<file path="config.mk">
export PLATFORM = sky130hd
export DESIGN_NAME = ovfs_supervisor
export DESIGN_NICKNAME = d
export VERILOG_FILES = /design/src/ovfs_pkg.sv /design/src/ovfs_supervisor.sv
export SDC_FILE = /design/constraint.sdc
export NUM_CORES = 1
export LEC_CHECK = 0
export BUFFER_PORTS_ARGS = -buffer_cell sky130_fd_sc_hd__buf_2
export CAP_MARGIN = 20
export CORE_MARGIN = 3
export CORE_UTILIZATION = 43
export CTS_BUF_LIST = sky130_fd_sc_hd__clkbuf_4
export DETAILED_ROUTE_END_ITERATION = 8
export GPL_TIMING_DRIVEN = 0
export SLEW_MARGIN = 0
export SYNTH_ARGS = -nofsm -noshare
export SYNTH_HDL_FRONTEND = slang
export SYNTH_SLANG_ARGS = --single-unit
export TNS_END_PERCENT = 5
</file>
<file path="constraint.sdc">
create_clock -name clk_sys_i -period 2.7 [get_ports clk_sys_i]
set_input_delay 0.675 -clock clk_sys_i [delete_from_list [all_inputs] [get_ports clk_sys_i]]
set_output_delay 0.675 -clock clk_sys_i [all_outputs]
set_load 0.01 [all_outputs]
</file>
<file path="src/ovfs_pkg.sv">
// ovfs_pkg: constants, codes and state encoding for the output overvoltage supervisor
// assumes a single 40 MHz system clock; register access by command code on the management bus
`default_nettype none
package ovfs_pkg;

	// ==========================================================================
	// command codes
	localparam logic [7:0] ADDR_STOP = 8'h36;
	localparam logic [7:0] ADDR_OVLIM = 8'h40;
	localparam logic [7:0] ADDR_RESP = 8'h41;

	// ==========================================================================
	// field layout
	localparam int EXP_MSB = 15;
	localparam int EXP_LSB = 11;
	localparam int MANT_MSB = 10;
	localparam int RESP_MSB = 7;
	localparam int RESP_LSB = 6;
	localparam int RETRY_MSB = 5;
	localparam int RETRY_LSB = 3;
	localparam int DLY_MSB = 2;
	localparam int DLY_LSB = 0;
	localparam int EXP_BIAS = 16;
	localparam int VAL_W = 43;

	// ==========================================================================
	// response and retry codes
	localparam logic [1:0] RESP_NONE = 2'h0;
	localparam logic [1:0] RESP_RIDE = 2'h1;
	localparam logic [1:0] RESP_RETRY = 2'h2;
	localparam logic [1:0] RESP_HOLD = 2'h3;
	localparam logic [2:0] RETRY_INF = 3'h7;

	// ==========================================================================
	// timing
	localparam int CLK_HZ = 40000000;
	localparam int MS_PER_S = 1000;
	localparam logic [11:0] DLY1_BASE_MS = 12'h00a;
	localparam logic [11:0] DLY2_0_MS = 12'h0fc;
	localparam logic [11:0] DLY2_1_MS = 12'h22e;
	localparam logic [11:0] DLY2_2_MS = 12'h39c;
	localparam logic [11:0] DLY2_3_MS = 12'h4ec;
	localparam logic [11:0] DLY2_4_MS = 12'h63c;
	localparam logic [11:0] DLY2_5_MS = 12'h78c;
	localparam logic [11:0] DLY2_6_MS = 12'h8dc;
	localparam logic [11:0] DLY2_7_MS = 12'ha2c;

	function automatic logic [11:0] dly2_ms(input logic [2:0] code);
		case (code)
			3'h0: dly2_ms = DLY2_0_MS;
			3'h1: dly2_ms = DLY2_1_MS;
			3'h2: dly2_ms = DLY2_2_MS;
			3'h3: dly2_ms = DLY2_3_MS;
			3'h4: dly2_ms = DLY2_4_MS;
			3'h5: dly2_ms = DLY2_5_MS;
			3'h6: dly2_ms = DLY2_6_MS;
			default: dly2_ms = DLY2_7_MS;
		endcase
	endfunction : dly2_ms

	// ==========================================================================
	// supervisor states
	typedef enum logic [4:0] {
		ST_RUN = 5'b00001,
		ST_RIDE = 5'b00010,
		ST_WAIT = 5'b00100,
		ST_HOLD = 5'b01000,
		ST_LATCH = 5'b10000
	} ovfs_state_t;

endpackage : ovfs_pkg

`default_nettype wire

</file>
<file path="src/ovfs_supervisor.sv">
// ovfs_supervisor: stop and overvoltage thresholds, fault response sequencer
// assumes measurements and exponent fields come from logic on clk_sys_i
`timescale 1ns/1ps
`default_nettype none

// Functional notes
// reading the input stop threshold returns the sign-extended input exponent in bits 15 to 11.
// the input stop threshold keeps a writable 11-bit mantissa; value is mantissa times two to the exponent.
// conversion is stopped when the measured input voltage reaches the stop threshold.
// an output overvoltage fault is declared when the output measurement exceeds the fault threshold.
// the overvoltage threshold reads its exponent from the output format field and keeps a writable mantissa.
// a two-bit response field selects the fault action, and zero means no action.
// response 01 keeps running for delay one, then retries if the fault remains.
// response 10 shuts down at once, disables the output, then retries up to the retry count.
// response 11 disables the output until the fault is gone and then re-enables it.
// when all retries are used and the fault remains, the output stays off until cleared.
// a latched fault is cleared by reset, a power cycle, or loss of bias power.
// restart attempts are spaced by delay two chosen by the delay field.
// the retry field gives the number of restart attempts, codes 0 to 2 giving 0 to 2.
// delay one runs 10 ms doubling to 1280 ms, delay two 252 ms to 2604 ms, retry codes 3 to 6 literal, 7 unlimited.
// thresholds and measurements are expanded to a common fixed-point scale before comparing.
module ovfs_supervisor #(
	parameter int unsigned MS_CYCLES = ovfs_pkg::CLK_HZ / ovfs_pkg::MS_PER_S
) (
	input wire logic clk_sys_i,
	input wire logic arst_n_i,
	input wire logic [7:0] reg_addr_i,
	input wire logic reg_wr_i,
	input wire logic reg_rd_i,
	input wire logic [15:0] reg_wdata_i,
	input wire logic [2:0] vin_exp_i,
	input wire logic [2:0] vout_exp_i,
	input wire logic [15:0] vin_meas_i,
	input wire logic [15:0] vout_meas_i,
	input wire logic power_cycle_i,
	output logic [15:0] reg_rdata_o,
	output logic reg_ack_o,
	output logic reg_err_o,
	output logic conv_stop_o,
	output logic ov_fault_o,
	output logic output_en_o,
	output logic fault_latched_o
);

	// ==========================================================================
	// state
	typedef struct packed {
		logic [10:0] stop_mant;
		logic [10:0] ov_mant;
		logic [7:0] resp;
		logic [15:0] rdata;
		logic ack;
		logic err;
		logic conv_stop;
		logic ov_fault;
		ovfs_pkg::ovfs_state_t st;
		logic [15:0] div;
		logic tick;
		logic [11:0] ms;
		logic [2:0] used;
	} ovfs_regs_t;

	localparam logic [15:0] MS_LAST = 16'(MS_CYCLES - 1);
	localparam ovfs_regs_t REG_RST = '{st: ovfs_pkg::ST_RUN, default: '0};

	ovfs_regs_t q;
	ovfs_regs_t next_q;

	// ==========================================================================
	// linear format helpers
	function automatic logic [4:0] sext3(input logic [2:0] e);
		sext3 = {{2{e[2]}}, e};
	endfunction : sext3

	// fixed point with EXP_BIAS fraction bits, so negative exponents lose nothing
	function automatic logic [ovfs_pkg::VAL_W-1:0] expand(input logic [15:0] lin);
		logic [5:0] amt;
		// 5-bit wrap maps exponent -16..15 onto shifts 0..31
		amt = {1'b0, lin[ovfs_pkg::EXP_MSB:ovfs_pkg::EXP_LSB] + 5'(ovfs_pkg::EXP_BIAS)};
		expand = ovfs_pkg::VAL_W'(lin[ovfs_pkg::MANT_MSB:0]) << amt;
	endfunction : expand

	logic [15:0] stop_word;
	logic [15:0] ovlim_word;
	logic [1:0] resp_code;
	logic [2:0] retry_code;
	logic [2:0] dly_code;
	logic [11:0] dly1;
	logic can_retry;

	assign stop_word = {sext3(vin_exp_i), q.stop_mant};
	assign ovlim_word = {sext3(vout_exp_i), q.ov_mant};
	assign resp_code = q.resp[ovfs_pkg::RESP_MSB:ovfs_pkg::RESP_LSB];
	assign retry_code = q.resp[ovfs_pkg::RETRY_MSB:ovfs_pkg::RETRY_LSB];
	assign dly_code = q.resp[ovfs_pkg::DLY_MSB:ovfs_pkg::DLY_LSB];
	assign dly1 = ovfs_pkg::DLY1_BASE_MS << dly_code;
	assign can_retry = (retry_code == ovfs_pkg::RETRY_INF) || (q.used < retry_code);

	// ==========================================================================
	// next state
	always_comb
	begin
		next_q = q;
		next_q.ack = reg_wr_i | reg_rd_i;
		next_q.err = 1'b0;
		// millisecond enable pulse keeps the delay counters at 12 bits
		if (q.div == MS_LAST)
		begin
			next_q.div = '0;
			next_q.tick = 1'b1;
		end
		else
		begin
			next_q.div = q.div + 16'h0001;
			next_q.tick = 1'b0;
		end

		// register access; exponent bits are read-only and ignored on write
		if (reg_wr_i)
		begin
			case (reg_addr_i)
				ovfs_pkg::ADDR_STOP: next_q.stop_mant = reg_wdata_i[ovfs_pkg::MANT_MSB:0];
				ovfs_pkg::ADDR_OVLIM: next_q.ov_mant = reg_wdata_i[ovfs_pkg::MANT_MSB:0];
				ovfs_pkg::ADDR_RESP: next_q.resp = reg_wdata_i[ovfs_pkg::RESP_MSB:ovfs_pkg::DLY_LSB];
				default: next_q.err = 1'b1;
			endcase
		end
		if (reg_rd_i)
		begin
			case (reg_addr_i)
				ovfs_pkg::ADDR_STOP: next_q.rdata = stop_word;
				ovfs_pkg::ADDR_OVLIM: next_q.rdata = ovlim_word;
				ovfs_pkg::ADDR_RESP: next_q.rdata = {8'h00, q.resp};
				default:
				begin
					next_q.rdata = '0;
					next_q.err = 1'b1;
				end
			endcase
		end

		next_q.conv_stop = expand(vin_meas_i) >= expand(stop_word);
		next_q.ov_fault = expand(vout_meas_i) > expand(ovlim_word);

		// fault response sequencer
		case (q.st)
			ovfs_pkg::ST_RUN:
			begin
				if (q.tick && !q.ov_fault)
					next_q.used = '0;
				if (q.ov_fault)
				begin
					case (resp_code)
						ovfs_pkg::RESP_RIDE:
						begin
							next_q.st = ovfs_pkg::ST_RIDE;
							next_q.ms = dly1;
						end
						ovfs_pkg::RESP_RETRY:
						begin
							next_q.st = can_retry ? ovfs_pkg::ST_WAIT : ovfs_pkg::ST_LATCH;
							next_q.ms = ovfs_pkg::dly2_ms(dly_code);
						end
						ovfs_pkg::RESP_HOLD: next_q.st = ovfs_pkg::ST_HOLD;
						default: next_q.st = ovfs_pkg::ST_RUN;
					endcase
				end
			end
			ovfs_pkg::ST_RIDE:
			begin
				if (!q.ov_fault)
					next_q.st = ovfs_pkg::ST_RUN;
				else if (q.ms == '0)
				begin
					next_q.st = can_retry ? ovfs_pkg::ST_WAIT : ovfs_pkg::ST_LATCH;
					next_q.ms = ovfs_pkg::dly2_ms(dly_code);
				end
				else if (q.tick)
					next_q.ms = q.ms - 12'h001;
			end
			ovfs_pkg::ST_WAIT:
			begin
				if (q.ms == '0)
				begin
					next_q.st = ovfs_pkg::ST_RUN;
					if (q.used != ovfs_pkg::RETRY_INF)
						next_q.used = q.used + 3'h1;
				end
				else if (q.tick)
					next_q.ms = q.ms - 12'h001;
			end
			ovfs_pkg::ST_HOLD:
			begin
				if (!q.ov_fault)
					next_q.st = ovfs_pkg::ST_RUN;
			end
			ovfs_pkg::ST_LATCH: next_q.st = ovfs_pkg::ST_LATCH;
			default: next_q.st = ovfs_pkg::ST_RUN;
		endcase

		// power cycle takes precedence over any sequencer step
		if (power_cycle_i)
		begin
			next_q.st = ovfs_pkg::ST_RUN;
			next_q.used = '0;
		end
	end

	// ==========================================================================
	// registers; reset also models loss of bias
	always_ff @(posedge clk_sys_i or negedge arst_n_i)
	begin
		if (!arst_n_i)
			q <= REG_RST;
		else
			q <= next_q;
	end

	assign reg_rdata_o = q.rdata;
	assign reg_ack_o = q.ack;
	assign reg_err_o = q.err;
	assign conv_stop_o = q.conv_stop;
	assign ov_fault_o = q.ov_fault;
	assign output_en_o = (q.st == ovfs_pkg::ST_RUN) || (q.st == ovfs_pkg::ST_RIDE);
	assign fault_latched_o = (q.st == ovfs_pkg::ST_LATCH);
endmodule : ovfs_supervisor

`default_nettype wire

</file>
==> results of run 1 <==
## critical path, delay by kind of cell
kind            cells  cell delay, ns
simple gates        5            1.24
buf+inv             1            0.11
fa+ha+maj           1            0.32
compound gates      3            0.41
mux                 2            0.87
## state kept, by name (all words and copies together), names as in the netlist
| register | cells |
|---|---|
| conv_stop_o | 1 |
| q | 53 |
| ov_fault_o | 1 |
| reg_ack_o | 1 |
| reg_rdata_o | 14 |
| dly_code | 3 |
| ovlim_word | 11 |
| reg_err_o | 1 |
## through the flow
stage	cell area [µm²]	setup WS [ns]
floorplan	8870	-0.655
global placement	9560	-1.46
detailed placement	9590	-1.47
CTS	9930	-0.522
global route	10300	-0.645
finish	10300	-0.536
## worst max-delay path by stage
stage                         start          end  cells after the start
detailed placement   vin_meas_i[12]  conv_stop_o                     15
global placement     vin_meas_i[12]  conv_stop_o                     15
finish              vout_meas_i[11]   ov_fault_o                     12
global route        vout_meas_i[12]   ov_fault_o                     14
CTS                 vout_meas_i[12]   ov_fault_o                     14
floorplan           vout_meas_i[11]   ov_fault_o                     12
## power by group through the flow
| stage | clock network, mW | logic, mW | registers, mW |
|---|---|---|---|
| 6_report | 0.732 | 1.15 | 1.36 |
| 5_1_grt | 0.804 | 1.27 | 1.36 |
| 4_1_cts | 0.762 | 1.05 | 1.35 |
| 3_5_place_dp | 0 | 0.979 | 1.38 |
| 3_3_place_gp | 0 | 0.963 | 1.38 |
| 2_1_floorplan | 0 | 0.700 | 1.36 |
## layer usage
layer  vias up  wire length (µm)
met2       201             10900
met1      3782             10600
met4         4               391
met3        37              1210
li1       3984                 -
met5         -                27
## cell families (layout without fill, tap and decap cells)
family                     after synthesis  after routing  synth area share (%)
buffers and inverters                  103            211                  5.52
DFF                                     85             85                  24.5
muxes                                  131            131                  17.2
xor gates and xnor gates                16             16                  1.61
other                                    2             50                0.0865
and+or+nand+nor                        346            346                  20.4
AOI/OAI and AO/OA                      233            233                  17.6
adders and majority gates               91             91                  13.1
## layout by cell type (no fill, tap or decap), types with 6 or more instances in the layout
cell,netlist,layout
a211oi_1,20,13
a211oi_2,0,7
a21o_1,8,8
a21oi_1,56,50
a21oi_2,1,6
a222oi_1,9,9
a22oi_1,12,11
and2_1,10,8
and3_1,15,15
buf_2,11,78
buf_4,19,38
clkbuf_1,32,26
clkbuf_2,0,7
clkbuf_4,0,11
conb_1,2,48
dfrtp_1,84,84
ha_1,91,88
inv_1,30,30
mux2_1,27,26
mux2_2,31,26
mux2_4,0,6
mux2i_1,64,51
mux2i_2,0,6
mux2i_4,1,8
mux4_2,8,8
nand2_1,75,75
nand2b_1,17,17
nand3_1,29,27
nand4_1,13,13
nor2_1,104,102
nor2b_1,24,21
nor3_1,14,14
o21ai_0,26,22
o21ai_1,23,23
o22ai_1,35,35
or3_1,9,8
xnor2_1,7,7
xor2_1,9,9
## cells in the mapped netlist (17+ instances only)
| library cell | n |
|---|---|
| nor2_1 | 104 |
| ha_1 | 91 |
| dfrtp_1 | 84 |
| nand2_1 | 75 |
| mux2i_1 | 64 |
| a21oi_1 | 56 |
| o22ai_1 | 35 |
| clkbuf_1 | 32 |
| mux2_2 | 31 |
| inv_1 | 30 |
| nand3_1 | 29 |
| mux2_1 | 27 |
| o21ai_0 | 26 |
| nor2b_1 | 24 |
| o21ai_1 | 23 |
| a211oi_1 | 20 |
| buf_4 | 19 |
| nand2b_1 | 17 |
## what timing repair did
item | CTS | global route
gates cloned | 0 | 2
setup endpoints to repair | 2 | 2
pin swaps | 6 | 20
setup buffers | 7 | 10
resized for setup | 37 | 66
## final cells by class
class,count,area [µm²]
timing repair buffer,92,561
multi-input combinational,865,6590
fill,1907,9360
clock inverter,7,65.1
antenna,2,5.00
buffer,72,429
sequential,85,2130
inverter,31,116
tap,265,332
clock buffer,9,67.6
==> results.md, run 1 <==
- Largest stage delay, worst path: 0.56 ns
- Seq pwr share: 41.9%
- Die Y: 148 µm
- Detailed Route WL: 23200 µm
- Critical setup path kind: input pin to flop
- Initial core utilization: 44.2%
- Final hold viol count: 0
- DR vias: 8008
- Clock Path Buffers: 2
- Worst-Margin Slew: about 0.67 ns
- Total global routing overflow: 0
- Layout cells sized above 1: approximately 23%
- Slew HR: 55.2%
- Reg2reg end: conv_stop_o
- Hold slack: 0.0371 ns
- Boundary Pins: 89
- Total die area: about 0.022 mm²
- Synth Warn #: 0
- Hold-fix buffers, CTS: 0
- Final WS setup: -0.536 ns
- Die X: 148 µm
- Area growth syn-to-layout: 18.5%
- Pint: roughly 2.0 mW
- Peak VDD IR: 0.171 mV
- RR Startpoint: q[82]
- Data arrival, critical path: approximately 3.6 ns
- Yosys top cell by area: dfrtp_1
- Power Density: 314 mW/mm²
- Combinational Power Share: 35.5%
- H-tree depth: 3
- Post-Syn Area: 0.00868 mm²
- Status: finished with violations
- Switch share: 37.6%
- GPL Wtd Cong: between 0.9 and 1
- Max Cap Viol: 0
- RSZ-0062 raised after global routing: yes
- Startpoint types: input pin
- Clock skew: roughly 0.034 ns
- R2r setup slk: -0.09 ns
- Seq cells post-synth: 85
- Clk slew on worst S/H paths: 0.18 ns
- Synth top area share: around 24%
- Clock Latency Late Sink: ~0.48 ns
- Number of global-route vias before repair: 7603
- Primary FF master, synth: dfrtp_1
- WP data required: 3.07 ns
- Setup TNS Final: -1.06 ns
- Reg2Reg Depth: 12
- NumNets Final: 1314
- Syn avg cell area: 8.62 µm²
- Antenna violations before repair: 3
- Count of cell types in the netlist: 78
- DR WL/cell: roughly 16 µm
- Setup-failing EPs final: 2
- Pin count of the biggest net entering global routing: 70
- Root buffer cell: clkbuf_4
- Crit-path max FO: 10
- Post-layout util: a little over half
- Core Box Area: 0.0197 mm²
- Ys async rst share: 100%
- Antenna Nets Post-Route: 0
- Syn Inst Count: 1007
- Crit path cell chain: buf_12 -> mux4_2 -> mux2_4 -> o21ai_2 -> o22ai_1 -> ha_1 -> nand2_1 -> nor4_4 -> nand3_2 -> or3_4 -> nor4_2 -> o2bb2ai_1
- Dpl hpwl: 18100 µm
- CTS tree: yes
- CTS Sinks: between 80 and 90
- Clock power share: 22.6%
- Global-route wire length before repair: between 30000 and 40000 µm
- FMAX: ~0.31 GHz
- DRT iter0 DRCs: 470
- Slowest-stage cell, CP: mux4_2
- Hold Crit Class: input pin to asynchronous set/reset pin
- All-layer global routing usage: 20.7%
- Most crowded layer after global routing: met2
- Post-synth EDFFs: 0
- Total CTS buffers: 9
- Fin. max-slew vios: 0
- Failing checks: setup timing
- Detailed Routing Iterations Pass 1: 6
- Met3 Usage GRT: ~3.0%
- PortBufs: 72
- Non-Filler Instances: 1428
- Cell row count: 51
- Met1 usage: 28.5%
- GRT met2 Usage: 34.5%
- Sw Pwr: 1.22 mW
- Cells after DPL: 1391
- Leakage: 4.80 nW
- Synth top area cells: dfrtp_1 24%, ha_1 13%, mux2i_1 7.4%
- Vias per cell: 5.61
- Sequential share of the synthesized area: approximately a quarter
- Tcrit/Tclk final: 120%
- DRC: 0
- Final min period: 3.24 ns
- Overall Power: ~3.2 mW
- CP endpoint kind: flop
Note: power is estimated with default switching activity, not from simulation.
==> inputs of run 2 (changes only) <==
--- a/config.mk
+++ b/config.mk
@@ -5,13 +5,14 @@
 export SDC_FILE = /design/constraint.sdc
 export NUM_CORES = 1
 export LEC_CHECK = 0
-export BUFFER_PORTS_ARGS = -buffer_cell sky130_fd_sc_hd__buf_2
 export CAP_MARGIN = 20
 export CORE_MARGIN = 3
 export CORE_UTILIZATION = 43
 export CTS_BUF_LIST = sky130_fd_sc_hd__clkbuf_4
 export DETAILED_ROUTE_END_ITERATION = 8
+export DONT_BUFFER_PORTS = 1
 export GPL_TIMING_DRIVEN = 0
+export REMOVE_ABC_BUFFERS = 1
 export SLEW_MARGIN = 0
 export SYNTH_ARGS = -nofsm -noshare
 export SYNTH_HDL_FRONTEND = slang
==> results.md, run 2 (same netlist as run 1, synthesis figures left out) <==
- Status: finished with violations
- Failing checks: setup timing
- Setup-failing EPs final: 2 (unchanged)
- Leakage: 4.13 nW (-14%)
- Number of global-route vias before repair: 7052 (-7.2%)
- Clk slew on worst S/H paths: 0.13 ns (-0.05 ns)
- Die X: 148 µm (unchanged)
- CTS Sinks: 85 (unchanged)
- Clock Path Buffers: 2 (unchanged)
- Core Box Area: 0.0197 mm² (unchanged)
- Critical setup path kind: input pin to flop
- Die Y: 148 µm (unchanged)
- RSZ-0062 raised after global routing: yes
- R2r setup slk: -0.04 ns (+0.05 ns)
- DR vias: 7288 (-9.0%)
- Final hold viol count: 0 (unchanged)
- Total CTS buffers: 9 (unchanged)
- CTS tree: yes
- Power Density: 330 mW/mm² (+4.9%)
- Worst-Margin Slew: 0.981 ns (+0.308 ns)
- Clock Latency Late Sink: 0.43 ns (-0.05 ns)
- Peak VDD IR: 0.201 mV (+18%)
- Detailed Route WL: 21400 µm (-7.7%)
- Final WS setup: -0.411 ns (+0.125 ns)
- Data arrival, critical path: 3.43 ns (-0.17 ns)
- Reg2reg end: ov_fault_o
- WP data required: 3.02 ns (-0.05 ns)
- Max reg flops: 53 (unchanged)
- Root buffer cell: clkbuf_4
- Slew HR: 34.3% (-21 points)
- Total die area: 0.0219 mm² (unchanged)
- PortBufs: 0 (-100%)
- Detailed Routing Iterations Pass 1: 6 (unchanged)
- GPL Wtd Cong: 0.890 (-5.3%)
- Vias per cell: 5.75 (+2.6%)
- FMAX: 0.321 GHz (+4.0%)
- Hold Crit Class: input pin to asynchronous set/reset pin
- DRT iter0 DRCs: 478 (+1.7%)
- Clock skew: 0.0201 ns (-0.0138 ns)
- Fin. max-slew vios: 0 (unchanged)
- DR WL/cell: 16.9 µm (+4.0%)
- Cell row count: 51 (unchanged)
- Antenna violations before repair: 1 (-2)
- Layout cells sized above 1: 10.6% (-12 points)
- Antenna Nets Post-Route: 0 (unchanged)
- DRC: 0 (unchanged)
- Reg2Reg Depth: 12 (unchanged)
- NumNets Final: 1154 (-12%)
- Commonest cells after routing, fill and taps aside: 102 x nor2_1, 90 x ha_1, 84 x dfrtp_1
- All-layer global routing usage: 19.6% (-1.2 points)
- Pin count of the biggest net entering global routing: 85 (+21%)
- Hold slack: 0.0702 ns (+0.0332 ns)
- Post-route cell area: 0.00921 mm² (-11%)
- Boundary Pins: 89 (unchanged)
- H-tree depth: 3 (unchanged)
- Overall Power: 3.04 mW (-6.1%)
- Total global routing overflow: 0 (unchanged)
- Dpl cell area: 0.00883 mm² (-8.0%)
- Dpl hpwl: 16600 µm (-8.1%)
- FILL cells: 1996 (+4.7%)
- Area growth syn-to-layout: 5.99%
- Global-route wire length before repair: 35600 µm (-5.9%)
- RR Startpoint: ovlim_word[10]
- Most common cell after layout, fill and taps aside: nor2_1
- Biggest register: q
- Tcrit/Tclk final: 115% (-4.6 points)
- Max Cap Viol: 0 (unchanged)
- Initial core utilization: 44.2% (unchanged)
- Crit-path max FO: 19 (+9)
- CP endpoint kind: flop
- Final min period: 3.11 ns (-0.125 ns)
- Startpoint types: input pin
[run 2: final cells by class]
class	instances	area, µm²	area share (%)
timing repair buffer	4	50.0	0.544
multi-input combinational	865	6420	69.7
clock inverter	6	88.8	0.965
inverter	31	116	1.26
tap	265	332	3.60
clock buffer	9	67.6	0.734
sequential	85	2130	23.1
antenna	2	5.00	0.0544
[run 2: worst max-delay path: stages]
cell	delay (ns)
mux4_2	0.52
mux2i_2	0.27
mux2_4	0.21
nor2_1	0.06
ha_1	0.28
nand4_1	0.13
nor4_2	0.35
nand3_1	0.20
buf_4	0.18
o221ai_1	0.19
a21oi_1	0.11
o2bb2ai_1	0.25
[run 2: routing by layer]
layer / global-route usage [%] / part of all wire (%) / up-vias
li1: - / - / 3650
met1: 27.8 / 47 / 3460
met2: 31.4 / 46 / 166
met3: 3.87 / 5.8 / 12
met4: 3.65 / 1.2 / 0
met5: 0 / 0 / -
[run 2: power by group]
| part | internal (mW) | total, mW | switching [mW] |
|---|---|---|---|
| clock network | 0.371 | 0.811 | 0.440 |
| logic | 0.395 | 0.859 | 0.465 |
| registers | 1.31 | 1.37 | 0.0601 |
| total | 2.07 | 3.04 | 0.965 |
[run 2: how the worst max path moves through the flow]
stage	startpoint	endpoint	slack, ns	depth (start not counted)
CTS	vout_meas_i[11]	ov_fault_o	-0.36	12
floorplan	vout_meas_i[11]	ov_fault_o	-0.58	11
finish	vout_meas_i[11]	ov_fault_o	-0.41	12
global placement	vout_meas_i[11]	ov_fault_o	-1.05	11
detailed placement	vout_meas_i[11]	ov_fault_o	-1.07	11
global route	vout_meas_i[11]	ov_fault_o	-0.48	12
[run 2: repair_timing]
action,in CTS,in global routing
pin swaps,2,5
hold endpoints to repair,84,0
cloned,0,0
setup buffers,1,2
hold buffers,1,0
gates resized for setup,15,20
setup endpoints to repair,13,2
[run 2: through the flow]
stage	util [%]	TNS (ns)	instances	setup WS (ns)
after floorplan	-	-0.935	981	-0.578
after global placement	44.9	-9.14	1246	-1.05
after detailed placement	44.9	-10.46	1246	-1.07
after CTS	46.3	-0.666	1263	-0.358
after global routing	46.8	-0.830	1267	-0.478
final	46.8	-0.677	1267	-0.411
